`src/shared/stx_pkg.sv`:
```
// constants and types shared by the skip, table-read and xor execution unit
`default_nettype none
package stx_pkg;

    // ------------------------------------------------------------
    // widths
    // ------------------------------------------------------------
    localparam int DATA_W   = 8;
    localparam int NIB_W    = 4;
    localparam int BIT_W    = 3;
    localparam int ROM_W    = 16;
    localparam int ROM_AW   = 12;
    localparam int PAGE_W   = ROM_AW - DATA_W;
    localparam int OPC_W    = 4;

    // ------------------------------------------------------------
    // values
    // ------------------------------------------------------------
    localparam logic [DATA_W-1:0] BYTE_ZERO = 8'h00;
    localparam logic [PAGE_W-1:0] LAST_PAGE = {PAGE_W{1'b1}};
    localparam logic [DATA_W-1:0] ACC_RST   = 8'h00;

    // ------------------------------------------------------------
    // instruction kinds handled by this unit
    // ------------------------------------------------------------
    typedef enum logic [OPC_W-1:0] {
        OP_NONE                    = 4'h0,
        OP_NIBBLE_SWAP_TO_ACC      = 4'h1,
        OP_SKIP_IF_ZERO            = 4'h2,
        OP_MOVE_SKIP_IF_ZERO       = 4'h3,
        OP_SKIP_BIT_CLEAR          = 4'h4,
        OP_TABLE_READ_CURRENT_PAGE = 4'h5,
        OP_TABLE_READ_LAST_PAGE    = 4'h6,
        OP_XOR_TO_ACC              = 4'h7,
        OP_XOR_TO_MEMORY           = 4'h8,
        OP_XOR_IMMEDIATE           = 4'h9
    } stx_op_t;

    // one-hot execution states
    typedef enum logic [2:0] {
        ST_IDLE  = 3'h1,
        ST_DUMMY = 3'h2,
        ST_TABLE = 3'h4
    } stx_state_t;

endpackage
`default_nettype wire

```
`src/shared/stx_alu_if.sv`:
```
// operand and result bundle between the execution control and its data path
`timescale 1ns/100ps
`default_nettype none
interface stx_alu_if;
    stx_pkg::stx_op_t                 opc;
    logic [stx_pkg::DATA_W-1:0]       acc;
    logic [stx_pkg::DATA_W-1:0]       mem;
    logic [stx_pkg::DATA_W-1:0]       imm;
    logic [stx_pkg::BIT_W-1:0]        bit_sel;
    logic [stx_pkg::DATA_W-1:0]       result;
    logic                             zero;
    logic                             skip;
    logic                             wr_acc;
    logic                             wr_mem;
    logic                             wr_zero;

    modport ctrl (output opc, acc, mem, imm, bit_sel,
                  input  result, zero, skip, wr_acc, wr_mem, wr_zero);
    modport path (input  opc, acc, mem, imm, bit_sel,
                  output result, zero, skip, wr_acc, wr_mem, wr_zero);
endinterface
`default_nettype wire

```
`src/hdl/stx_alu.sv`:
```
// combinational data path: nibble swap, zero tests and exclusive-or
`timescale 1ns/100ps
`default_nettype none
module stx_alu (
    stx_alu_if.path bus
);
    logic [stx_pkg::DATA_W-1:0] swapped;

    // ------------------------------------------------------------
    // nibble swap, one generate pass per nibble
    // ------------------------------------------------------------
    genvar g;
    generate
        for (g = 0; g < stx_pkg::DATA_W / stx_pkg::NIB_W; g++) begin : g_nib
            localparam int SRC = (stx_pkg::DATA_W / stx_pkg::NIB_W) - 1 - g;
            assign swapped[g*stx_pkg::NIB_W +: stx_pkg::NIB_W] =
                bus.mem[SRC*stx_pkg::NIB_W +: stx_pkg::NIB_W];
        end
    endgenerate

    // ------------------------------------------------------------
    // operation select
    // ------------------------------------------------------------
    always_comb begin
        bus.result  = bus.acc;
        bus.skip    = 1'b0;
        bus.wr_acc  = 1'b0;
        bus.wr_mem  = 1'b0;
        bus.wr_zero = 1'b0;
        unique case (bus.opc)
            stx_pkg::OP_NIBBLE_SWAP_TO_ACC: begin
                bus.result = swapped;
                bus.wr_acc = 1'b1;
            end
            stx_pkg::OP_SKIP_IF_ZERO: begin
                bus.skip = (bus.mem == stx_pkg::BYTE_ZERO);
            end
            stx_pkg::OP_MOVE_SKIP_IF_ZERO: begin
                bus.result = bus.mem;
                bus.wr_acc = 1'b1;
                bus.skip   = (bus.mem == stx_pkg::BYTE_ZERO);
            end
            stx_pkg::OP_SKIP_BIT_CLEAR: begin
                bus.skip = ~bus.mem[bus.bit_sel];
            end
            stx_pkg::OP_XOR_TO_ACC: begin
                bus.result  = bus.acc ^ bus.mem;
                bus.wr_acc  = 1'b1;
                bus.wr_zero = 1'b1;
            end
            stx_pkg::OP_XOR_TO_MEMORY: begin
                bus.result  = bus.mem ^ bus.acc;
                bus.wr_mem  = 1'b1;
                bus.wr_zero = 1'b1;
            end
            stx_pkg::OP_XOR_IMMEDIATE: begin
                bus.result  = bus.acc ^ bus.imm;
                bus.wr_acc  = 1'b1;
                bus.wr_zero = 1'b1;
            end
            default: begin
                bus.result = bus.acc;
            end
        endcase
        bus.zero = (bus.result == stx_pkg::BYTE_ZERO);
    end
endmodule
`default_nettype wire

```
`src/hdl/stx_exec.sv`:
```
// execution unit for skip, table-read, nibble-swap and xor instructions
// Functional notes
// - swap nibbles of byte into accumulator only
// - zero byte: discard next, dummy cycle
// - copy byte to accumulator, skip if zero
// - selected bit clear: skip with dummy cycle
// - table read current page: low byte, high latch
// - table read last page: low byte, high latch
// - accumulator xor byte into accumulator, zero flag
// - byte xor accumulator into byte, zero flag
// - accumulator xor constant into accumulator, zero flag
`timescale 1ns/100ps
`default_nettype none
module stx_exec (
    input  wire logic                           clk,
    input  wire logic                           rst,
    input  wire logic                           op_valid,
    input  wire stx_pkg::stx_op_t               op_code,
    input  wire logic [stx_pkg::BIT_W-1:0]      op_bit,
    input  wire logic [stx_pkg::DATA_W-1:0]     op_imm,
    input  wire logic [stx_pkg::DATA_W-1:0]     mem_rdata,
    input  wire logic [stx_pkg::DATA_W-1:0]     table_pointer,
    input  wire logic [stx_pkg::PAGE_W-1:0]     pc_page,
    input  wire logic [stx_pkg::ROM_W-1:0]      rom_word,
    output logic                                busy,
    output logic                                discard,
    output logic                                rom_rd,
    output logic [stx_pkg::ROM_AW-1:0]          rom_addr,
    output logic                                mem_we,
    output logic [stx_pkg::DATA_W-1:0]          mem_wdata,
    output logic [stx_pkg::DATA_W-1:0]          acc,
    output logic                                zero_flag,
    output logic [stx_pkg::DATA_W-1:0]          table_high_latch
);
    localparam int LO = stx_pkg::DATA_W;

    function automatic logic is_table(input stx_pkg::stx_op_t op);
        return (op == stx_pkg::OP_TABLE_READ_CURRENT_PAGE) ||
               (op == stx_pkg::OP_TABLE_READ_LAST_PAGE);
    endfunction

    stx_alu_if alu_bus ();

    stx_pkg::stx_state_t                state;
    stx_pkg::stx_state_t                next_state;
    logic                               take;
    logic                               next_busy;
    logic                               next_discard;
    logic                               next_rom_rd;
    logic [stx_pkg::ROM_AW-1:0]         next_rom_addr;
    logic                               next_mem_we;
    logic [stx_pkg::DATA_W-1:0]         next_mem_wdata;
    logic [stx_pkg::DATA_W-1:0]         next_acc;
    logic                               next_zero_flag;
    logic [stx_pkg::DATA_W-1:0]         next_table_high_latch;

    // ------------------------------------------------------------
    // data path
    // ------------------------------------------------------------
    assign alu_bus.opc     = op_code;
    assign alu_bus.acc     = acc;
    assign alu_bus.mem     = mem_rdata;
    assign alu_bus.imm     = op_imm;
    assign alu_bus.bit_sel = op_bit;

    stx_alu u_alu (
        .bus (alu_bus.path)
    );

    // new instructions are refused during dummy and table fetch cycles
    assign take = op_valid && (state == stx_pkg::ST_IDLE);

    // ------------------------------------------------------------
    // next-state logic
    // ------------------------------------------------------------
    always_comb begin
        next_state            = stx_pkg::ST_IDLE;
        next_discard          = 1'b0;
        next_rom_rd           = 1'b0;
        next_rom_addr         = rom_addr;
        next_mem_we           = 1'b0;
        next_mem_wdata        = mem_wdata;
        next_acc              = acc;
        next_zero_flag        = zero_flag;
        next_table_high_latch = table_high_latch;
        unique case (state)
            stx_pkg::ST_IDLE: begin
                if (take && is_table(op_code)) begin
                    next_state  = stx_pkg::ST_TABLE;
                    next_rom_rd = 1'b1;
                    if (op_code == stx_pkg::OP_TABLE_READ_LAST_PAGE) begin
                        next_rom_addr = {stx_pkg::LAST_PAGE, table_pointer};
                    end else begin
                        next_rom_addr = {pc_page, table_pointer};
                    end
                end else if (take) begin
                    if (alu_bus.skip) begin
                        next_state   = stx_pkg::ST_DUMMY;
                        next_discard = 1'b1;
                    end
                    if (alu_bus.wr_acc) begin
                        next_acc = alu_bus.result;
                    end
                    if (alu_bus.wr_mem) begin
                        next_mem_we    = 1'b1;
                        next_mem_wdata = alu_bus.result;
                    end
                    if (alu_bus.wr_zero) begin
                        next_zero_flag = alu_bus.zero;
                    end
                end
            end
            stx_pkg::ST_DUMMY: begin
                next_state = stx_pkg::ST_IDLE;
            end
            stx_pkg::ST_TABLE: begin
                next_mem_we           = 1'b1;
                next_mem_wdata        = rom_word[LO-1:0];
                next_table_high_latch = rom_word[stx_pkg::ROM_W-1:LO];
            end
            default: begin
                next_state = stx_pkg::ST_IDLE;
            end
        endcase
        next_busy = (next_state != stx_pkg::ST_IDLE);
    end

    // ------------------------------------------------------------
    // registers
    // ------------------------------------------------------------
    always_ff @(posedge clk) begin
        if (rst) begin
            state            <= stx_pkg::ST_IDLE;
            busy             <= 1'b0;
            discard          <= 1'b0;
            rom_rd           <= 1'b0;
            rom_addr         <= '0;
            mem_we           <= 1'b0;
            mem_wdata        <= stx_pkg::BYTE_ZERO;
            acc              <= stx_pkg::ACC_RST;
            zero_flag        <= 1'b0;
            table_high_latch <= stx_pkg::BYTE_ZERO;
        end else begin
            state            <= next_state;
            busy             <= next_busy;
            discard          <= next_discard;
            rom_rd           <= next_rom_rd;
            rom_addr         <= next_rom_addr;
            mem_we           <= next_mem_we;
            mem_wdata        <= next_mem_wdata;
            acc              <= next_acc;
            zero_flag        <= next_zero_flag;
            table_high_latch <= next_table_high_latch;
        end
    end
endmodule
`default_nettype wire

```
`config.mk`:
```
export PLATFORM = sky130hd
export DESIGN_NAME = stx_exec
export DESIGN_NICKNAME = d
export VERILOG_FILES = /design/src/shared/stx_pkg.sv /design/src/shared/stx_alu_if.sv /design/src/hdl/stx_alu.sv /design/src/hdl/stx_exec.sv
export SDC_FILE = /design/constraint.sdc
export NUM_CORES = 1
export LEC_CHECK = 0
export ABC_AREA = 1
export BUFFER_PORTS_ARGS = -buffer_cell sky130_fd_sc_hd__buf_2
export CORE_MARGIN = 4
export CORE_UTILIZATION = 28
export DETAILED_ROUTE_END_ITERATION = 6
export PLACE_DENSITY = 0.58
export SYNTH_ARGS = -nofsm -noshare
export SYNTH_HDL_FRONTEND = slang
export SYNTH_HIERARCHICAL = 1
export SYNTH_SLANG_ARGS = --single-unit
```
`constraint.sdc`:
```
create_clock -name clk -period 1.4 [get_ports clk]
set_input_delay 0.07 -clock clk [delete_from_list [all_inputs] [get_ports clk]]
set_output_delay 0.07 -clock clk [all_outputs]
set_load 0.005 [all_outputs]
```
==> flow_summary.toml, run 1 <==
[yosys]
netlist_area_um2 = 2630
ys.flop_type = "dfxtp_1"
yosysTopAreaCell = "dfxtp_1"
synthTopCellsByArea = "dfxtp_1, nand2_1, nor2_1"
synth_edf_count = 0
netlist_instances = 439
yosysUniqueCellTypes = 25
ys_ff_latch = 44
yosysWarnings = 6
synthArstFlopShare_pct = 0
ys_seq_area_share_pct = 33.5
synth_fp_nets = 493
synth_top_area_share_pct = 33.5
synth_area_per_cell_um2 = 5.99

[detailed_routing]
wl_met1_um = 3650
route.vias.total = 3124
wl_met2_um = 4140
drcViolationCount = 0
top_layer_used = "met4"
post_drt_via_cell_ratio = 4.49
wl_met3_um = 449
post_drt_wl_per_cell_um = 11.9
totalWireLength_um = 8320
drt-initial-drc-count = 129
ant_nets = 0
first_pass_iters = 4

[worst_setup_path]
worstPathArrival_ps = 1630
regToRegEndpoint = "zero_flag"
r2r_cells = 12
end_kind = "register"
r2r_slack_ps = 50
rr_startpoint = "acc[4]"
cp_max_fo = 7
worstSetupPathType = "in2reg"
worst_setup_path_start_kind = "input port"
critical_path_required_ps = 1640

[floorplanning]
die_area_um2 = 11000
dieHeight_um = 105
num_rows = 35
ios = 95
core_area_um2 = 9200
start_util_pct = 28.6
die_w_um = 105

[timing]
finalCriticalPeriod_ps = 1400
min_period_over_period_pct = 99.7
fmax_ghz = 0.716
maxSlewHeadroom_pct = 75.0
layout_setup_ws_ps = 4.01
final_max_slew_viol_count = 0
hold_viol = 0
fin_skew_ps = 7.98
setup_violations = 0
rsz0062_at_grt = "yes"
tightestPinTransition_ps = 371

[global_routing]
antenna_found_initial = 0
first_global_vias = 2893
grt_max_degree = 28
grt_use_total_pct = 14.1
overflow = 0
grt_pass1_wl_um = 13200

[layout]
final_util_pct = 43.4
mostFrequentLayoutCells = "nand2_1, buf_2, nor2_1, inv_1, buf_4"
final_common_cell = "nand2_1"
diodes = 0
fill_cells = 979
nets = 638
area_delta_synth_final_pct = 52.0
final_cells = 696
final_area_um2 = 4000
layout-drive-gt1-share_pct = 35.0

[clocking]
cts_max_level = 2
cts_tree = "yes"
clk_pin_slew_ps = 90
clock-root-buffer = "clkbuf_8"
insertion_delay_ps = 300
cts.path.max_buffers = 2
cts.sinks = 44
numCtsBuffers = 5

[power_and_ir_drop]
leakagePower_uw = 0.00216
power_uw = 2970
powerDensity_nw_per_um2 = 743
peakVddDrop_mv = 0.476

[placed_design]
hpwl_um = 6080
dp_cells = 664
gp_congestion = 0.888
pre_cts_slack_ps = -229
place_area_um2 = 3420
port_buffers = 94

[min_path]
holdPathStages = 3
hold_path.class = "in2reg"
worstHoldStart = "rom_word[12]"
min_to = "table_high_latch[4]"

[job]
max-cap-violations = 0

[status]
outcome = "complete, no violations"
==> per-stage QoR <==
step	TNS (ps)	hold WS, ps
after global routing	-331	21.8
after floorplan	0	139
final	0	18.3
after detailed placement	-2450	301
after global placement	-1820	293
after CTS	0	14.3
==> sequential cells by signal, indices dropped and copies added (netlist names) <==
signal,flops
rom_addr,12
acc,8
mem_wdata,8
table_high_latch,8
state,3
busy,1
discard,1
mem_we,1
rom_rd,1
zero_flag,1
==> power by group <==
part / total, uW / internal, uW / switching [uW]
clock network: 856 / 400 / 456
registers: 1310 / 1290 / 26.5
logic: 797 / 383 / 414
total: 2970 / 2070 / 896
==> cell type report <==
type / count / area [um^2] / area share, %
multi-input cells: 318 / 1560 / 39.0
clock inverters: 2 / 15.0 / 0.376
clock buffers: 6 / 82.6 / 2.07
repair buffers: 152 / 1060 / 26.4
flip-flops and latches: 44 / 888 / 22.2
inverters: 63 / 256 / 6.42
well taps: 111 / 139 / 3.48
==> per-layer routing <==
metal / vias up / track usage, %
li1: 1652 / -
met4: 0 / 3.09
met2: 71 / 24.2
met5: - / 0
met3: 10 / 3.15
met1: 1391 / 18.2
==> cell families (layout without fill, tap and decap cells) <==
kind of cell	count (synthesis)	count (layout)	share of synthesized area, %
AOI/OAI and AO/OA	43	43	8.42
buffers and inverters	77	223	12.7
and+or+nand+nor	275	275	45.4
DFF	44	44	33.5
==> cell usage after synthesis (all sizes together), types with 3 or more instances <==
cell      n
dfxtp    44
nand3b    5
nand3    43
clkbuf    4
inv      61
o22ai     3
a21oi    14
nor3      4
buf      10
nand2   125
o21ai    25
nor2     92
nand4     4
==> worst max-delay path by stage <==
| stage | to | cells past startpoint | from |
|---|---|---|---|
| detailed placement | zero_flag | 17 | op_code[2] |
| floorplan | zero_flag | 18 | op_code[0] |
| CTS | zero_flag | 13 | acc[2] |
| global placement | zero_flag | 18 | op_code[3] |
| global route | zero_flag | 18 | op_code[3] |
| finish | zero_flag | 18 | op_code[3] |
==> repair_timing <==
action	in CTS	in global routing
hold buffers	7	0
resized for setup	0	71
setup buffers	0	16
hold endpoints to repair	7	0
setup endpoints to repair	0	10
==> worst max-delay path, stage by stage <==
cell and delay (ps):
buf_12 120, clkinv_8 40, nand4_1 170, nand3_4 150, nor2_4 60, buf_12 140
buf_12 120, nor2_4 80, nand2_1 80, nand2_2 90, nand2_1 50, inv_1 50
nand2_1 50, nor2_2 90, inv_1 40, nand3_1 70, nand2_1 50, nor2_1 100
Power figures use the tool's default switching activity.
==> inputs of run 2 (changes only) <==
CTS_BUF_LIST = sky130_fd_sc_hd__clkbuf_4 sky130_fd_sc_hd__clkbuf_8   (was unset)
CTS_CLUSTER_SIZE = 24   (was unset)
GPL_ROUTABILITY_DRIVEN = 0   (was unset)
==> run 2 against run 1 <==
  * Combinational power fell by 15%
  * Largest cell class unchanged
  * Hold slack got worse by 0.99 ps
  * Register-to-register slack improved by 80 ps
  * Maximum frequency rose by 9.6%
  * Clock power rose by 16%
  * Wire length fell by 6.9%
  * Power rose by 0.52%
  * Sequential power barely moved
  * Sequential share of layout area rose by 1.6 points
==> flow_summary.toml, run 2 (synthesized netlist as in run 1, its figures left out) <==
[layout]
largest_reg_flops = 12
fill_cells = 1005
final-seq-area_um2 = 887
largest_register = "rom_addr"
final_util_pct = 40.5
nets = 623
layout-drive-gt1-share_pct = 30.2
diodes = 0
mostFrequentLayoutCells = "nand2_1, buf_2, nor2_1, inv_1, nand3_1"
multi_input_area_um2 = 1480
final_cells = 681
final_common_cell = "nand2_1"
area_delta_synth_final_pct = 41.6

[clocking]
clock-root-buffer = "clkbuf_8"
cts.path.max_buffers = 2
cts_tree = "yes"
cts.sinks = 44
clk_pin_slew_ps = 90
cts_max_level = 2
numCtsBuffers = 5
insertion_delay_ps = 300

[floorplanning]
start_util_pct = 28.6
ios = 95
num_rows = 35
dieHeight_um = 105
die_w_um = 105
die_area_um2 = 11000
core_area_um2 = 9200

[power_and_ir_drop]
powerDensity_nw_per_um2 = 801
peakVddDrop_mv = 0.612
switchingPower_uw = 851
internal-power_uw = 2130
share_clk_of_total_power_pct = 33.3
switching_share_pct = 28.5
leakagePower_uw = 0.00204
seq_power_share_pct = 44.1
pwr-share-comb_pct = 22.6

[worst_setup_path]
worstPathCellList = "buf_4 -> inv_2 -> nor2_4 -> nand2_4 -> inv_4 -> nor2_4 -> buf_12 -> nor2_1 -> nand2_1 -> nand2_1 -> nand2_1 -> inv_1 -> nand2_1 -> nor2_2 -> inv_1 -> nand3_1 -> nand2_1 -> nor2_1"
critical_path_required_ps = 1640
worst_setup_path_start_kind = "input port"
worstSetupPathType = "in2reg"
end_kind = "register"
slowest_stage = "nor2_4"
cpPeakStageDelay_ps = 170
worstPathArrival_ps = 1510
path_delay_family = "simple AND/OR/NAND/NOR gates"
critPathBufInv = 6
cp_common_cell = "nand2_1"
cp_max_fo = 16

[detailed_routing]
totalWireLength_um = 7750
drt-initial-drc-count = 121
post_drt_wl_per_cell_um = 11.4
ant_nets = 0
drcViolationCount = 0
first_pass_iters = 4
post_drt_via_cell_ratio = 4.45
route.vias.total = 3031

[global_routing]
first_global_vias = 2944
grt_use_total_pct = 13.9
antenna_found_initial = 0
grt_max_degree = 28
grt_pass1_wl_um = 13000
overflow = 0

[timing]
hold_viol = 0
fmax_ghz = 0.785
finalCriticalPeriod_ps = 1270
setup_violations = 0
whs_ps = 17.3
rsz0062_at_grt = "yes"
finalSetupTns_ps = 0
min_period_over_period_pct = 91.0
tightestPinTransition_ps = 322
final_max_slew_viol_count = 0
fin_skew_ps = 10.4
maxSlewHeadroom_pct = 78.5

[placed_design]
dp_cells = 661
hpwl_um = 5960
port_buffers = 94

[job]
max-cap-violations = 0

[status]
outcome = "complete, no violations"

[min_path]
hold_path.class = "in2reg"
run 2: cell types whose count changed in the layout (fill, tap and decap cells not counted), moves of 4 or more:
cell,delta
nand3_1,+4
nor2_1,+5
nand2_2,-4
buf_4,-10
buf_12,-4
nor2_4,-4
run 2: worst paths after layout:
kind,startpoint,endpoint,slack [ps],depth (start not counted)
worst max-delay path,op_code[0],zero_flag,130,18
worst min-delay path,rom_word[12],table_high_latch[4],20,3
worst max register to register,acc[1],zero_flag,130,12
worst min register to register,rom_addr[9],rom_addr[9],480,2
run 2: metrics by stage:
step           total power, uW  instance area [um^2]  worst slack (ps)
5_1_grt                   3190                  3720             -48.7
2_1_floorplan             1700                  2630               104
6_report                  2980                  3720               127
3_3_place_gp              1950                  3390              -220
3_5_place_dp              1950                  3390              -228
4_1_cts                   2970                  3580              52.1
run 2: final cells by class:
type | instances | area share, %
clock buffer | 5 | 1.85
clock inverter | 3 | 1.28
timing repair buffer | 137 | 23.1
tap | 111 | 3.73
multi-input combinational | 318 | 39.7
inverter | 63 | 6.49
sequential | 44 | 23.8
run 2: worst reg2reg max path: stages, from the launching register on:
cell and delay (ps):
dfxtp_1 420, nand3_1 100, nand3_1 80, nand2_1 70
nand2_2 70, nand2_1 40, inv_1 40, nand2_1 50
nor2_2 100, inv_1 40, nand3_1 70, nand2_1 50
nor2_1 90
run 2: what timing repair did:
item | CTS | global route
setup buffers | 0 | 4
setup endpoints to repair | 0 | 2
gates resized for setup | 0 | 33
hold endpoints to repair | 8 | 0
hold buffers | 8 | 0
run 2: routing by layer:
layer  wire (um)  global-route usage (%)  vias to the layer above
li1            -                       -                     1619
met1        3430                    17.2                     1344
met2        3870                    24.5                       62
met3         398                    3.64                        6
met4          44                    2.25                        0
met5           0                       0                        -
run 2: power groups by stage:
stage               Combinational, uW  Clock (uW)  Sequential (uW)
finish                            675         992             1320
detailed placement                611           0             1340
global placement                  606           0             1340
floorplan                         363           0             1340
global route                      769        1100             1320
CTS                               630        1030             1310
==> inputs of run 3 (changes only) <==
ABC_AREA = 0   (was 1)
==> run 3 against run 2 <==
  * The run now ends with setup timing left
  * Non-clock buffer count rose by 23
  * Maximum frequency fell by 21%
  * Die area fell by 3.8%
  * Count of clock-buffer cells in the layout rose by 1
  * Final area rose by 6.8%
  * Clock power rose by 6%
  * Register-to-register slack got worse by 230 ps
  * Hold slack got worse by 12 ps
  * Power rose by 4.2%
  * Via count fell by 12%
  * Critical endpoint is now mem_wdata[3]
  * Highest routed layer unchanged
==> flow_summary.toml, run 3 <==
[layout]
layout-drive-gt1-share_pct = 51.2
nets = 500
area_delta_synth_final_pct = 57.7
fill_cells = 848
final_cells = 555
final_common_cell = "buf_2"
final_util_pct = 45.6
diodes = 0
largest_register = "rom_addr"
largest_reg_flops = 12
mostFrequentLayoutCells = "buf_2, buf_4, dfxtp_1"
final-seq-area_um2 = 885
multi_input_area_um2 = 1710

[floorplanning]
die_w_um = 103
start_util_pct = 28.9
die_area_um2 = 10600
num_rows = 34
core_area_um2 = 8720
dieHeight_um = 103
ios = 95

[power_and_ir_drop]
leakagePower_uw = 0.00184
pwr-share-comb_pct = 24.9
powerDensity_nw_per_um2 = 782
internal-power_uw = 2280
share_clk_of_total_power_pct = 33.6
peakVddDrop_mv = 0.429
switchingPower_uw = 827
seq_power_share_pct = 41.5
switching_share_pct = 26.6

[clocking]
cts_max_level = 2
insertion_delay_ps = 300
cts_tree = "yes"
clock-root-buffer = "clkbuf_8"
cts.path.max_buffers = 2
cts.sinks = 44
numCtsBuffers = 5
clk_pin_slew_ps = 90

[global_routing]
grt_use_total_pct = 15.2
first_global_vias = 2697
overflow = 0
antenna_found_initial = 0
grt_max_degree = 26
grt_pass1_wl_um = 12700

[yosys]
synth_area_per_cell_um2 = 8.60
yosysWarnings = 6
yosysTopAreaCell = "dfxtp_1"
yosysUniqueCellTypes = 47
synth_edf_count = 0
synth_fp_nets = 347
ys.flop_type = "dfxtp_1"
netlist_area_um2 = 2520
synth_top_area_share_pct = 35.0
synthTopCellsByArea = "dfxtp_1, mux2i_1, a21oi_1"
yosysMostFrequentCell = "dfxtp_1"
synthTopCellsByCount = "dfxtp_1, a21oi_1, nand2_1, nor2_1, mux2i_1"
ys_ff_latch = 44
synthArstFlopShare_pct = 0
netlist_instances = 293
ys_seq_area_share_pct = 35.0

[timing]
finalCriticalPeriod_ps = 1610
final_max_slew_viol_count = 0
setup_violations = 13
finalSetupTns_ps = -1810
whs_ps = 5.29
fin_skew_ps = 5.35
layout_setup_ws_ps = -210
min_period_over_period_pct = 115
tightestPinTransition_ps = 505
rsz0062_at_grt = "yes"
hold_viol = 0
maxSlewHeadroom_pct = 66.4
fmax_ghz = 0.621

[detailed_routing]
post_drt_via_cell_ratio = 4.80
drt-initial-drc-count = 79
totalWireLength_um = 8290
post_drt_wl_per_cell_um = 14.9
drcViolationCount = 0
first_pass_iters = 4
ant_nets = 0
route.vias.total = 2663

[placed_design]
port_buffers = 94
hpwl_um = 6290
dp_cells = 535

[worst_setup_path]
end_kind = "register"
worst_setup_path_start_kind = "input port"
cp_max_fo = 8
worstSetupPathType = "in2reg"
worstPathArrival_ps = 1800
critical_path_required_ps = 1590

[job]
max-cap-violations = 0

[min_path]
hold_path.class = "in2reg"

[status]
outcome = "finished with violations"
violations = "setup timing"
run 3: changes by cell type in the layout (fill, tap and decap cells not counted), sizes merged, moves of 8 or more:
cell | before | now
nand3 | 43 | 2
nand2 | 125 | 33
a21oi | 14 | 33
mux2 | 0 | 9
mux2i | 0 | 24
inv | 61 | 10
nor2 | 92 | 26
nand2b | 0 | 8
buf | 129 | 155
a21o | 0 | 9
and2 | 0 | 8
nor2b | 0 | 9
run 3: through the flow:
step	power, uW	setup slack (ps)	instance area [um^2]
3_5_place_dp	1940	-594	3510
3_3_place_gp	1930	-579	3510
5_1_grt	3250	-282	3970
6_report	3110	-210	3970
2_1_floorplan	1640	-215	2540
4_1_cts	3070	-195	3800
run 3: power by group through the flow:
stage                     sequential [uW]  clock (uW)  combinational (uW)
after floorplan                      1320           0                 315
after global placement               1320           0                 616
after detailed placement             1320           0                 625
after CTS                            1290        1080                 706
after global routing                 1290        1120                 841
final                                1290        1050                 774
run 3: final cells by class:
cell class                 instances  area share (%)
timing repair buffer             160            27.2
inverter                          11            1.04
clock buffer                       6            2.08
sequential                        44            22.3
tap                              108            3.40
clock inverter                     2           0.976
multi-input combinational        224            43.0
run 3: worst paths after layout:
path | startpoint | to | slack [ps] | depth (start not counted)
hold reg to reg | table_high_latch[1] | table_high_latch[1] | 460 | 2
setup / recovery | op_code[2] | mem_wdata[3] | -210 | 10
setup reg to reg | state[2] | mem_wdata[3] | -100 | 5
hold / removal | table_pointer[5] | rom_addr[5] | 5 | 3
run 3: worst max-delay path: stages:
cell      delay [ps]
buf_8            100
nor4bb_4         280
buf_6            240
mux2i_2          260
o21ai_1          100
a21o_1           190
and2_4           170
nand2_2           60
a21oi_2           50
mux2_4           280
run 3: timing repair:
| action | in CTS | in global routing |
|---|---|---|
| setup endpoints to repair | 14 | 35 |
| hold buffers | 5 | 0 |
| pin swaps | 3 | 8 |
| gates resized for setup | 21 | 45 |
| setup buffers | 6 | 1 |
| hold endpoints to repair | 5 | 0 |
run 3: routing by layer:
layer,part of all wire (%),GRT usage [%],vias up
li1,-,-,1325
met1,44,19.1,1230
met2,46,24.5,96
met3,8.2,5.01,12
met4,1.6,5.18,0
met5,0,0,-
run 3: cells by family after synthesis:
logic type	synth area share [%]
compound gates	20.2
buf+inv	5.06
mux	16.5
flops	35.0
xor+xnor	0.646
simple gates	22.6
